$ cat config.mk
export PLATFORM = sky130hd
export DESIGN_NAME = fbs_sync_config
export DESIGN_NICKNAME = d
export VERILOG_FILES = /design/src/rtl/fbs_pkg.sv /design/src/rtl/fbs_sync_config.sv
export VERILOG_INCLUDE_DIRS = /design/src /design/src/rtl
export SDC_FILE = /design/constraint.sdc
export NUM_CORES = 1
export LEC_CHECK = 0
export BUFFER_PORTS_ARGS = -buffer_cell sky130_fd_sc_hd__buf_4
export CORE_ASPECT_RATIO = 1.4
export CORE_MARGIN = 2
export CORE_UTILIZATION = 45
export DETAILED_ROUTE_END_ITERATION = 10
export GPL_ROUTABILITY_DRIVEN = 0
export PLACE_DENSITY_LB_ADDON = 0.25
export SYNTH_ARGS = -nofsm -noshare
export SYNTH_HDL_FRONTEND = slang
export SYNTH_SLANG_ARGS = --single-unit
$ cat constraint.sdc
create_clock -name MCLK_I -period 11.3 [get_ports MCLK_I]
set_input_delay 1.695 -clock MCLK_I [delete_from_list [all_inputs] [get_ports MCLK_I]]
set_output_delay 1.695 -clock MCLK_I [all_outputs]
set_load 0.01 [all_outputs]
$ cat src/rtl/fbs_params.svh
// Purpose: constants for the fieldbus slave sync/config front end
// Assumes: 100 MHz MCLK_I
// Notes:   times in ns, us or ms as each name says, cycle counts derived
`ifndef FBS_PARAMS_SVH
`define FBS_PARAMS_SVH
`define FBS_CLK_PERIOD_NS   10
`define FBS_MIN_CYCLE_NS    1000000
`define FBS_MIN_CYCLE_CLKS  (`FBS_MIN_CYCLE_NS / `FBS_CLK_PERIOD_NS)
`define FBS_DC_Q_US         250
`define FBS_DC_H_US         500
`define FBS_DC_MAX_MS       8
`define FBS_SM_MBX_OUT      2'h0
`define FBS_SM_MBX_IN       2'h1
`define FBS_SM_PD_OUT       2'h2
`define FBS_SM_PD_IN        2'h3
`define FBS_ADDR_RST        16'h0000
`define FBS_PARAM_RST       32'h00000000
`endif

$ cat src/rtl/fbs_pkg.sv
// Purpose: types for the fieldbus slave sync/config front end
// Assumes: nothing
// Notes:   none
`default_nettype none
package fbs_pkg;
  typedef enum logic [1:0] {FBS_UPD_IMM, FBS_UPD_STOP, FBS_UPD_CFG, FBS_UPD_PWR} fbs_upd_t;
  typedef enum logic [1:0] {FBS_SYNC_FREE, FBS_SYNC_SM2, FBS_SYNC_DC} fbs_sync_t;
  typedef enum logic [1:0] {FBS_ESM_INIT, FBS_ESM_PREOP, FBS_ESM_SAFEOP, FBS_ESM_OP} fbs_esm_t;
endpackage : fbs_pkg
`default_nettype wire

$ cat src/rtl/fbs_sync_config.sv
// Purpose: node address capture, parameter update classes, sync mode checks
// Assumes: frame engine, state machine and parameter store live outside
// Notes:   upd class arrives with each write strobe
//          SYS_RST_I also stands in for a control power cycle
`include "fbs_params.svh"
`default_nettype none
module fbs_sync_config #(
  parameter int NPARAM = 4,
  parameter int PW     = 32
) (
  input  wire logic              MCLK_I,
  input  wire logic              SYS_RST_I,
  input  wire logic [3:0]        NODE_TENS_I,
  input  wire logic [3:0]        NODE_ONES_I,
  input  wire logic              PWR_UP_DONE_I,
  input  wire logic              PAR_WR_I,
  input  wire logic [1:0]        PAR_IDX_I,
  input  wire logic [PW-1:0]     PAR_DATA_I,
  input  wire logic [1:0]        PAR_CLASS_I,
  input  wire logic              MOTOR_STOPPED_I,
  input  wire logic              CONFIGURE_I,
  input  wire logic [1:0]        ESM_STATE_I,
  input  wire logic [1:0]        SYNC_MODE_I,
  input  wire logic [31:0]       CYCLE_NS_I,
  input  wire logic              SYNC0_I,
  input  wire logic              SM2_EVT_I,
  input  wire logic              MAP_WR_I,
  input  wire logic              RX_FRAME_I,
  input  wire logic              UP_RX_I,
  input  wire logic              DN_RX_I,
  output logic [15:0]            NODE_ADDR_O,
  output logic [NPARAM*PW-1:0]   PAR_ACTIVE_O,
  output logic [NPARAM*PW-1:0]   PAR_PENDING_O,
  output logic                   SYNC_CFG_ERR_O,
  output logic                   CYCLE_TICK_O,
  output logic                   MBX_EN_O,
  output logic                   TXPDO_EN_O,
  output logic                   RXPDO_EN_O,
  output logic                   MAP_WR_OK_O,
  output logic [1:0]             SM_MBX_OUT_O,
  output logic [1:0]             SM_MBX_IN_O,
  output logic [1:0]             SM_PD_OUT_O,
  output logic [1:0]             SM_PD_IN_O,
  output logic                   DN_TX_O,
  output logic                   UP_TX_O
);
  localparam logic [31:0] MIN_CYC   = 32'(`FBS_MIN_CYCLE_NS);
  localparam logic [31:0] MS_NS     = 32'(`FBS_MIN_CYCLE_NS);
  localparam logic [31:0] DC_Q_NS   = 32'(`FBS_DC_Q_US * 1000);
  localparam logic [31:0] DC_H_NS   = 32'(`FBS_DC_H_US * 1000);
  localparam logic [31:0] DC_MAX_NS = 32'(`FBS_DC_MAX_MS * `FBS_MIN_CYCLE_NS);

  // two-flop synchronisers for pins; only the second stage feeds logic
  // sy_s3 is the edge detector stage behind the sync0 synchroniser
  logic [7:0] sw_s1;
  logic [7:0] sw_s2;
  logic [7:0] next_sw_s1;
  logic [7:0] next_sw_s2;
  logic       pu_s1;
  logic       pu_s2;
  logic       sy_s1;
  logic       sy_s2;
  logic       sy_s3;
  logic       up_s1;
  logic       up_s2;
  logic       dn_s1;
  logic       dn_s2;
  logic       next_pu_s1;
  logic       next_pu_s2;
  logic       next_sy_s1;
  logic       next_sy_s2;
  logic       next_sy_s3;
  logic       next_up_s1;
  logic       next_up_s2;
  logic       next_dn_s1;
  logic       next_dn_s2;
  always_comb begin
    next_sw_s1 = {NODE_TENS_I, NODE_ONES_I};
    next_sw_s2 = sw_s1;
    next_pu_s1 = PWR_UP_DONE_I;
    next_pu_s2 = pu_s1;
    next_sy_s1 = SYNC0_I;
    next_sy_s2 = sy_s1;
    next_sy_s3 = sy_s2;
    next_up_s1 = UP_RX_I;
    next_up_s2 = up_s1;
    next_dn_s1 = DN_RX_I;
    next_dn_s2 = dn_s1;
  end
  always_ff @(posedge MCLK_I or posedge SYS_RST_I) begin
    if (SYS_RST_I) begin
      sw_s1 <= 8'h00;
      sw_s2 <= 8'h00;
      pu_s1 <= 1'b0;
      pu_s2 <= 1'b0;
      sy_s1 <= 1'b0;
      sy_s2 <= 1'b0;
      sy_s3 <= 1'b0;
      up_s1 <= 1'b0;
      up_s2 <= 1'b0;
      dn_s1 <= 1'b0;
      dn_s2 <= 1'b0;
    end else begin
      sw_s1 <= next_sw_s1;
      sw_s2 <= next_sw_s2;
      pu_s1 <= next_pu_s1;
      pu_s2 <= next_pu_s2;
      sy_s1 <= next_sy_s1;
      sy_s2 <= next_sy_s2;
      sy_s3 <= next_sy_s3;
      up_s1 <= next_up_s1;
      up_s2 <= next_up_s2;
      dn_s1 <= next_dn_s1;
      dn_s2 <= next_dn_s2;
    end
  end

  // node address: latched once after power-up, switch moves later ignored
  logic        addr_taken;
  logic        next_addr_taken;
  logic [15:0] node_addr;
  logic [15:0] next_node_addr;
  always_comb begin
    next_addr_taken = addr_taken;
    next_node_addr  = node_addr;
    if (pu_s2 && !addr_taken) begin
      next_node_addr  = 16'({4'h0, sw_s2[7:4]} * 8'd10) + 16'({12'h000, sw_s2[3:0]});
      next_addr_taken = 1'b1;
    end
  end
  always_ff @(posedge MCLK_I or posedge SYS_RST_I) begin
    if (SYS_RST_I) begin
      addr_taken <= 1'b0;
      node_addr  <= `FBS_ADDR_RST;
    end else begin
      addr_taken <= next_addr_taken;
      node_addr  <= next_node_addr;
    end
  end
  assign NODE_ADDR_O = node_addr;

  // parameter slots: pending shadow and active copy per slot
  // a power cycle asserts SYS_RST_I: cfg writes wait for a configure, pwr writes for reset;
  // the store reloads saved values through PAR_WR_I before power-up is done
  genvar g;
  generate
    for (g = 0; g < NPARAM; g++) begin : g_par
      logic [PW-1:0] act;
      logic [PW-1:0] pend;
      logic [PW-1:0] next_act;
      logic [PW-1:0] next_pend;
      logic          dirty;
      logic          next_dirty;
      logic [1:0]    cls;
      logic [1:0]    next_cls;
      always_comb begin
        next_act   = act;
        next_pend  = pend;
        next_dirty = dirty;
        next_cls   = cls;
        if (dirty && ((cls == fbs_pkg::FBS_UPD_STOP && MOTOR_STOPPED_I)
                   || (cls == fbs_pkg::FBS_UPD_CFG && CONFIGURE_I))) begin
          next_act   = pend;
          next_dirty = 1'b0;
        end
        if (PAR_WR_I && PAR_IDX_I == 2'(g)) begin
          next_pend = PAR_DATA_I;
          next_cls  = PAR_CLASS_I;
          if (PAR_CLASS_I == fbs_pkg::FBS_UPD_IMM || !pu_s2) begin
            next_act   = PAR_DATA_I;
            next_dirty = 1'b0;
          end else begin
            next_dirty = 1'b1;
          end
        end
      end
      always_ff @(posedge MCLK_I or posedge SYS_RST_I) begin
        if (SYS_RST_I) begin
          act   <= `FBS_PARAM_RST;
          pend  <= `FBS_PARAM_RST;
          dirty <= 1'b0;
          cls   <= 2'h0;
        end else begin
          act   <= next_act;
          pend  <= next_pend;
          dirty <= next_dirty;
          cls   <= next_cls;
        end
      end
      assign PAR_ACTIVE_O[g*PW +: PW]  = act;
      assign PAR_PENDING_O[g*PW +: PW] = pend;
    end
  endgenerate

  // cycle time check against the set allowed for the mode
  // modulo is acceptable: the cycle is a static setting, not a per-frame value
  logic cyc_bad;
  logic cfg_err;
  logic next_cfg_err;
  always_comb begin
    case (SYNC_MODE_I)
      fbs_pkg::FBS_SYNC_FREE: cyc_bad = CYCLE_NS_I < MIN_CYC;
      fbs_pkg::FBS_SYNC_SM2:  cyc_bad = CYCLE_NS_I < MIN_CYC;
      fbs_pkg::FBS_SYNC_DC:   cyc_bad = !(CYCLE_NS_I == DC_Q_NS || CYCLE_NS_I == DC_H_NS
                                || (CYCLE_NS_I >= MS_NS && CYCLE_NS_I <= DC_MAX_NS
                                    && (CYCLE_NS_I % MS_NS) == 32'h0));
      default:                cyc_bad = 1'b1;
    endcase
    next_cfg_err = cyc_bad;
  end
  always_ff @(posedge MCLK_I or posedge SYS_RST_I) begin
    if (SYS_RST_I) begin
      // shut until the first check so cyclic gating starts closed
      cfg_err <= 1'b1;
    end else begin
      cfg_err <= next_cfg_err;
    end
  end
  assign SYNC_CFG_ERR_O = cfg_err;

  // cyclic tick source and state gating
  logic tick;
  logic next_tick;
  logic mbx;
  logic tx;
  logic rx;
  logic next_mbx;
  logic next_tx;
  logic next_rx;
  logic cyclic;
  always_comb begin
    cyclic = (ESM_STATE_I == fbs_pkg::FBS_ESM_SAFEOP || ESM_STATE_I == fbs_pkg::FBS_ESM_OP)
             && !cfg_err;
    case (SYNC_MODE_I)
      fbs_pkg::FBS_SYNC_DC:  next_tick = cyclic && sy_s2 && !sy_s3;
      fbs_pkg::FBS_SYNC_SM2: next_tick = cyclic && SM2_EVT_I;
      default:               next_tick = cyclic && RX_FRAME_I;
    endcase
    next_mbx = ESM_STATE_I != fbs_pkg::FBS_ESM_INIT;
    next_tx  = cyclic;
    next_rx  = cyclic && ESM_STATE_I == fbs_pkg::FBS_ESM_OP;
  end
  always_ff @(posedge MCLK_I or posedge SYS_RST_I) begin
    if (SYS_RST_I) begin
      tick <= 1'b0;
      mbx  <= 1'b0;
      tx   <= 1'b0;
      rx   <= 1'b0;
    end else begin
      tick <= next_tick;
      mbx  <= next_mbx;
      tx   <= next_tx;
      rx   <= next_rx;
    end
  end
  assign CYCLE_TICK_O = tick;
  assign MBX_EN_O     = mbx;
  assign TXPDO_EN_O   = tx;
  assign RXPDO_EN_O   = rx;
  // comb so the store can gate the write in its own cycle
  assign MAP_WR_OK_O  = MAP_WR_I && ESM_STATE_I == fbs_pkg::FBS_ESM_PREOP;

  // fixed sync manager roles
  assign SM_MBX_OUT_O = `FBS_SM_MBX_OUT;
  assign SM_MBX_IN_O  = `FBS_SM_MBX_IN;
  assign SM_PD_OUT_O  = `FBS_SM_PD_OUT;
  assign SM_PD_IN_O   = `FBS_SM_PD_IN;

  // pass-through, no address dependence so chain length is unbounded here
  logic dn_tx;
  logic up_tx;
  logic next_dn_tx;
  logic next_up_tx;
  always_comb begin
    next_dn_tx = up_s2;
    next_up_tx = dn_s2;
  end
  always_ff @(posedge MCLK_I or posedge SYS_RST_I) begin
    if (SYS_RST_I) begin
      dn_tx <= 1'b0;
      up_tx <= 1'b0;
    end else begin
      dn_tx <= next_dn_tx;
      up_tx <= next_up_tx;
    end
  end
  assign DN_TX_O = dn_tx;
  assign UP_TX_O = up_tx;
endmodule : fbs_sync_config
`default_nettype wire

### Yosys cells after proc, flatten, opt, wreduce, memory -nomap -nowiden

Cells that the tools add are included.

* multiplexer cells: 23
* reduce and logical (&&, ||, !) cells: 49
* div/mod/pow operators: 1
* multiply operators: 1
* $lt $le $gt $ge: 3
* add/subtract/negate cells: 1
* eq/ne operators: 18

Operator list (number)
* 32-bit two-way mux: 12
* 32-bit by 18-bit == test with 1-bit output (second input constant): 1
* 32-bit by 19-bit == test with 1-bit output (second input constant): 1
* 32-bit by 20-bit greater-or-equal comparator with 1-bit output (second input constant): 1
* 32-bit by 23-bit <= comparator with 1-bit output (second input constant): 1
* 32-bit zero test: 1
* 32-bit by 20-bit < comparator with 1-bit output (second input constant): 1
* 32-bit by 20-bit modulo with 32-bit output (second input constant): 1
* 1-bit logical AND: 26
* 2-bit == test (second input constant): 9
* 2-bit by 1-bit == test with 1-bit output (second input constant): 7
* 2-bit nonzero test: 5
* 8-bit by 4-bit adder with 9-bit output: 1
* 1-bit two-way mux: 9
* 1-bit logical OR: 8
* 4-bit by 3-bit multiplier with 7-bit output (second input constant): 1
* 2-bit zero test: 3
* 1-bit zero test: 5
* 1-bit case mux with 2 select lines: 2
* 2-bit OR reduction: 1

* bits in registers: 317
* output and inout port bits: 288
* input port bits: 92

### Depth between registers and ports, before layout

* word-level depth: 7
* gate-level depth with buffers: 59

### Least setup slack after synthesis

Ideal clock, no wire load.

* kind: input port to flip-flop
* from: input port CYCLE_NS_I[6]
* to: register cfg_err (netlist: SYNC_CFG_ERR_O)
* path slack: -3201 ps
* library setup time: 82 ps
* data required time: 11218 ps
* cell stages on the path: 52
* path buffers: 4
* arrival time: 14419 ps
* path through: buf_2 > or3_4 > or4_4 > nor4_4 > o31ai_2 > and3_1 > or3b_1 > a211o_4 > nor4_4 > o31a_1 > o211a_4 > a41oi_4 > a21oi_4 > mux2i_1 > o211ai_2 > a41oi_2 > nand4_1 > nor4_4 > (+16 left out) > o21a_1 > buf_6 > o211ai_1 > a31o_2 > o21ai_2 > a31o_2 > or3_1 > a2111oi_0 > and4bb_1 > a21o_1 > o21ai_2 > a21oi_1 > o21ai_2 > xnor2_2 > or3_1 > a221o_1 > a211oi_2 > a21oi_1

* cells in the longest elaborated chain, start to end: 6
* elaborated cells between the ends (all ways): 13

RTL lines
* from (decl): RTL line fbs_sync_config.sv:24 `input wire logic [31:0] CYCLE_NS_I,`
* 32-bit by 20-bit modulo with 32-bit output (tied with other cells): RTL line fbs_sync_config.sv:206 `&& (CYCLE_NS_I % MS_NS) == 32'h0));`
* 32-bit zero test / 1-bit logical AND (equally long branches): RTL line fbs_sync_config.sv:206, fbs_sync_config.sv:205
* 1-bit logical AND: RTL line fbs_sync_config.sv:206
* 1-bit logical OR: RTL line fbs_sync_config.sv:205 `|| (CYCLE_NS_I >= MS_NS && CYCLE_NS_I <= DC_MAX_NS`
* 1-bit zero test: RTL line fbs_sync_config.sv:204 `fbs_pkg::FBS_SYNC_DC: cyc_bad = !(CYCLE_NS_I == DC_Q_NS || CYCLE_NS_I == DC_H_NS`
* 1-bit case mux with 2 select lines *: RTL line fbs_sync_config.sv:201 `case (SYNC_MODE_I)`
* net cyc_bad: RTL line fbs_sync_config.sv:197 `logic cyc_bad;`
* to (signal assigned): RTL line fbs_sync_config.sv:216 `cfg_err <= next_cfg_err;`
* to (decl): RTL line fbs_sync_config.sv:198 `logic cfg_err;`

The timed path passes the listed nets; every way through them passes the cells marked *.
A chain may end at the register's enable or synchronous reset.

### Final worst setup path

* from: input port CYCLE_NS_I[1]
* to: register cfg_err (netlist: SYNC_CFG_ERR_O)

The elaborated chain is that of the path after synthesis.

==> impl_metrics.py <==
metrics = {
    "outcome": {
        "status": "finished with violations",
        "violations": "negative setup slack",
    },
    "clock_network": {
        "cts_inserted_buffers": 31,
        "clk_latency_ns": 0.58,
        "h-tree-depth": 1,
        "clock_path_buffers": 3,
        "cts_sinks": 310,
        "path_clk_slew_ns": 0.08,
        "clockRootBuffer": "clkbuf_16",
        "cts_tree": "yes",
    },
    "layout": {
        "final_util_pct": 67.2,
        "layout-drive-gt1-share_pct": 44.5,
        "fin_nets": 3157,
        "multi_input_area_um2": 12800,
        "n_antenna_cell": 0,
        "fillCellCount": 3339,
        "layout.cells.non_filler": 3637,
        "seq_area_um2": 7760,
        "area_growth_pct": 47.5,
    },
    "sta": {
        "setup_viol": 1,
        "hold_viol": 0,
        "relSlewSlack_pct": 25.9,
        "post-route-min-period_ns": 14.27,
        "rsz0062_at_grt": "yes",
        "fin_ws_ns": -2.97,
        "achievable-frequency_mhz": 70.1,
        "final-max-slew-violation-count": 0,
        "worstMarginPinSlew_ns": 1.11,
        "worst_clock_skew_ns": 0.0152,
        "finalCritPeriodShare_pct": 126,
    },
    "floorplanning": {
        "coreArea_um2": 44100,
        "die_area_um2": 46300,
        "die_h_um": 254,
        "start_util_pct": 45.6,
        "row_count": 91,
        "die_w_um": 183,
        "ios": 380,
    },
    "detailed_routing": {
        "wl_met2_mm": 38.2,
        "first_iter_violations": 1449,
        "dr.pass1.iters": 5,
        "highest-signal-layer": "met5",
        "ant_nets": 0,
        "wl_met1_mm": 25.9,
        "drc": 0,
        "vias_per_cell": 5.84,
        "num_vias": 21200,
        "route.met3.wl_mm": 5.42,
        "wl_per_cell_um": 20.4,
        "wl_mm": 74.3,
    },
    "run": {
        "max_cap_viol_count": 0,
    },
    "global_route": {
        "antenna_found_initial": 1,
        "grt_overflow": 0,
        "track_usage_pct": 30.7,
        "grt_start_max_net_pins": 150,
        "grt_pass1_wl_mm": 115,
        "grt_pass1_vias": 22000,
    },
    "logic_synthesis": {
        "synth_top_family_by_area": "compound AO/OA/AOI/OAI gates",
        "synthCells": 2178,
        "synth_simple_gate_area_share_pct": 17.7,
        "netlist_area_um2": 20100,
        "synth_xor_xnor_area_share_pct": 3.42,
        "yosysUniqueCellTypes": 129,
        "yosysSeqAreaShare_pct": 38.6,
        "async_flop_share_pct": 100,
        "synth-compound-area-share_pct": 21.6,
        "synth_top_area_share_pct": 38.5,
        "ys_warn_count": 0,
        "ys.flop_type": "dfrtp_1",
        "yosysTopAreaCell": "dfrtp_1",
        "avgSynthCellArea_um2": 9.22,
        "muxShareOfSynthArea_pct": 14.4,
        "ys_ff_latch": 310,
        "synthTopCellsByArea": "dfrtp_1 39%, mux2i_1 7.3%, mux2_2 6.7%",
        "synth_edf_count": 0,
        "synth_adder_area_share_pct": 0.897,
    },
    "setup_path": {
        "worstSetupPathType": "input port to flop",
        "startpoint_type": "input port",
        "worst_ep_required_time_ns": 11.80,
        "cp-end-kind": "flop",
        "timing.critical_path.from": "CYCLE_NS_I[1]",
        "r2r_slack_ns": 9.11,
        "r2r_cells": 7,
        "critPathMaxStageDelay_ns": 0.53,
        "crit_arrival_ns": 14.77,
        "timing.critical_path.to": "SYNC_CFG_ERR_O$_DFF_PP1_",
        "slowest_stage": "or4_4",
        "crit_top_cell": "buf_4",
        "crit_fanout": 11,
        "r2r-end": "NODE_ADDR_O[7]$_DFFE_PP0P_",
        "r2r_start": "sw_s2[7]$_DFF_PP0_",
    },
    "min_path": {
        "min_path_type": "flop to flop",
    },
    "placement": {
        "dp.cells": 3522,
        "dp_hpwl_mm": 54.6,
        "port_buffers": 364,
    },
}
-- worst min path at each step --
stage,start,end,depth (start not counted)
floorplan,next_dn_tx$_DFF_PP0_,DN_TX_O$_DFF_PP0_,0
detailed placement,next_sw_s2[2]$_DFF_PP0_,sw_s2[2]$_DFF_PP0_,0
global route,next_pu_s2$_DFF_PP0_,pu_s2$_DFF_PP0_,0
global placement,dn_s2$_DFF_PP0_,UP_TX_O$_DFF_PP0_,0
finish,next_pu_s2$_DFF_PP0_,pu_s2$_DFF_PP0_,0
CTS,next_pu_s2$_DFF_PP0_,pu_s2$_DFF_PP0_,0
-- cells by family (layout without fill, tap and decap cells) --
group	Yosys count	in the layout
multiplexers	272	272
other	2	15
flip-flops	310	310
buffers and inverters	151	1039
adder cells (fa/ha/maj)	14	14
AO/OA/AOI/OAI	611	611
XOR/XNOR	75	75
AND/OR/NAND/NOR	743	743
-- cells in the final DEF (no fill, tap or decap), types with 33 or more instances in the layout --
cell type  count
dfrtp_1      309
o21ai_0      188
inv_1         33
nand2_1      340
buf_4        940
mux2_2       118
xnor2_1       43
nor2_1       116
a21oi_1       61
nand3_1       40
mux2i_1      140
-- cell usage after synthesis, types with 15 or more instances --
library cell	number
inv_1	34
nor4_1	16
and2_1	15
a31oi_1	17
o22ai_1	22
nand2_1	346
mux2_2	120
a21o_1	18
mux2i_1	146
o21ai_1	17
xor2_1	23
o21ai_0	196
a211oi_1	22
nor2_1	128
nand4_1	22
xnor2_1	48
buf_4	19
nor3_1	37
clkbuf_1	75
o211ai_1	29
dfrtp_1	309
a21oi_1	80
or3_1	19
nand3_1	45
-- stage by stage --
stage	setup slack, ns	instance area, um^2	hold slack (ns)	setup TNS [ns]
final	-2.97	29600	0.347	-2.97
after global routing	-3.45	29600	0.352	-3.45
after CTS	-2.65	28800	0.347	-2.65
after detailed placement	-3.80	27200	0.335	-3.80
after global placement	-3.51	27200	0.332	-3.51
after floorplan	-2.95	20200	0.331	-2.95
-- what timing repair did --
item,CTS,global route
hold buffers,0,0
pin swaps,38,59
cloned,0,0
setup endpoints to repair,1,1
gates resized for setup,82,114
setup buffers,25,34
-- state kept, by name, summed over array words and instances, names as in the netlist --
| signal | cells |
|---|---|
| TXPDO_EN_O | 1 |
| dn_s1 | 1 |
| next_sy_s3 | 1 |
| g_par.dirty | 4 |
| NODE_ADDR_O | 9 |
| SYNC_CFG_ERR_O | 1 |
| next_pu_s2 | 1 |
| CYCLE_TICK_O | 1 |
| sw_s2 | 8 |
| g_par.pend | 128 |
| dn_s2 | 1 |
| next_sw_s2 | 8 |
| next_sy_s2 | 1 |
| g_par.cls | 8 |
| DN_TX_O | 1 |
| sy_s3 | 1 |
| g_par.act | 128 |
| MBX_EN_O | 1 |
| next_up_s2 | 1 |
| RXPDO_EN_O | 1 |
| addr_taken | 1 |
| UP_TX_O | 1 |
| pu_s2 | 1 |
| next_dn_tx | 1 |
-- area by class of cell --
cell class                      count  share of cell area [%]
Multi-Input combinational cell   1730                    43.3
Clock buffer                       43                    2.98
Timing Repair Buffer              948                    24.2
Inverter                           35                   0.469
Tap cell                          558                    2.36
Sequential cell                   310                    26.2
Clock inverter                     13                   0.452
-- worst max-delay path, delay by kind of cell --
| kind | cells | cell delay, ns |
|---|---|---|
| multiplexers | 2 | 0.78 |
| buffers and inverters | 10 | 1.55 |
| AO/OA/AOI/OAI | 28 | 6.79 |
| adder cells (fa/ha/maj) | 1 | 0.35 |
| XOR/XNOR | 1 | 0.23 |
| AND/OR/NAND/NOR | 15 | 3.35 |
-- routing by layer --
metal / global-route usage (%) / up-vias
met5: 0 / -
met4: 17.9 / 2
met2: 56.3 / 914
met3: 7.29 / 306
met1: 31.8 / 10200
li1: - / 9774
Power is not shown: default switching activity piles up to over one toggle a cycle in this logic, so the estimate is an artifact.
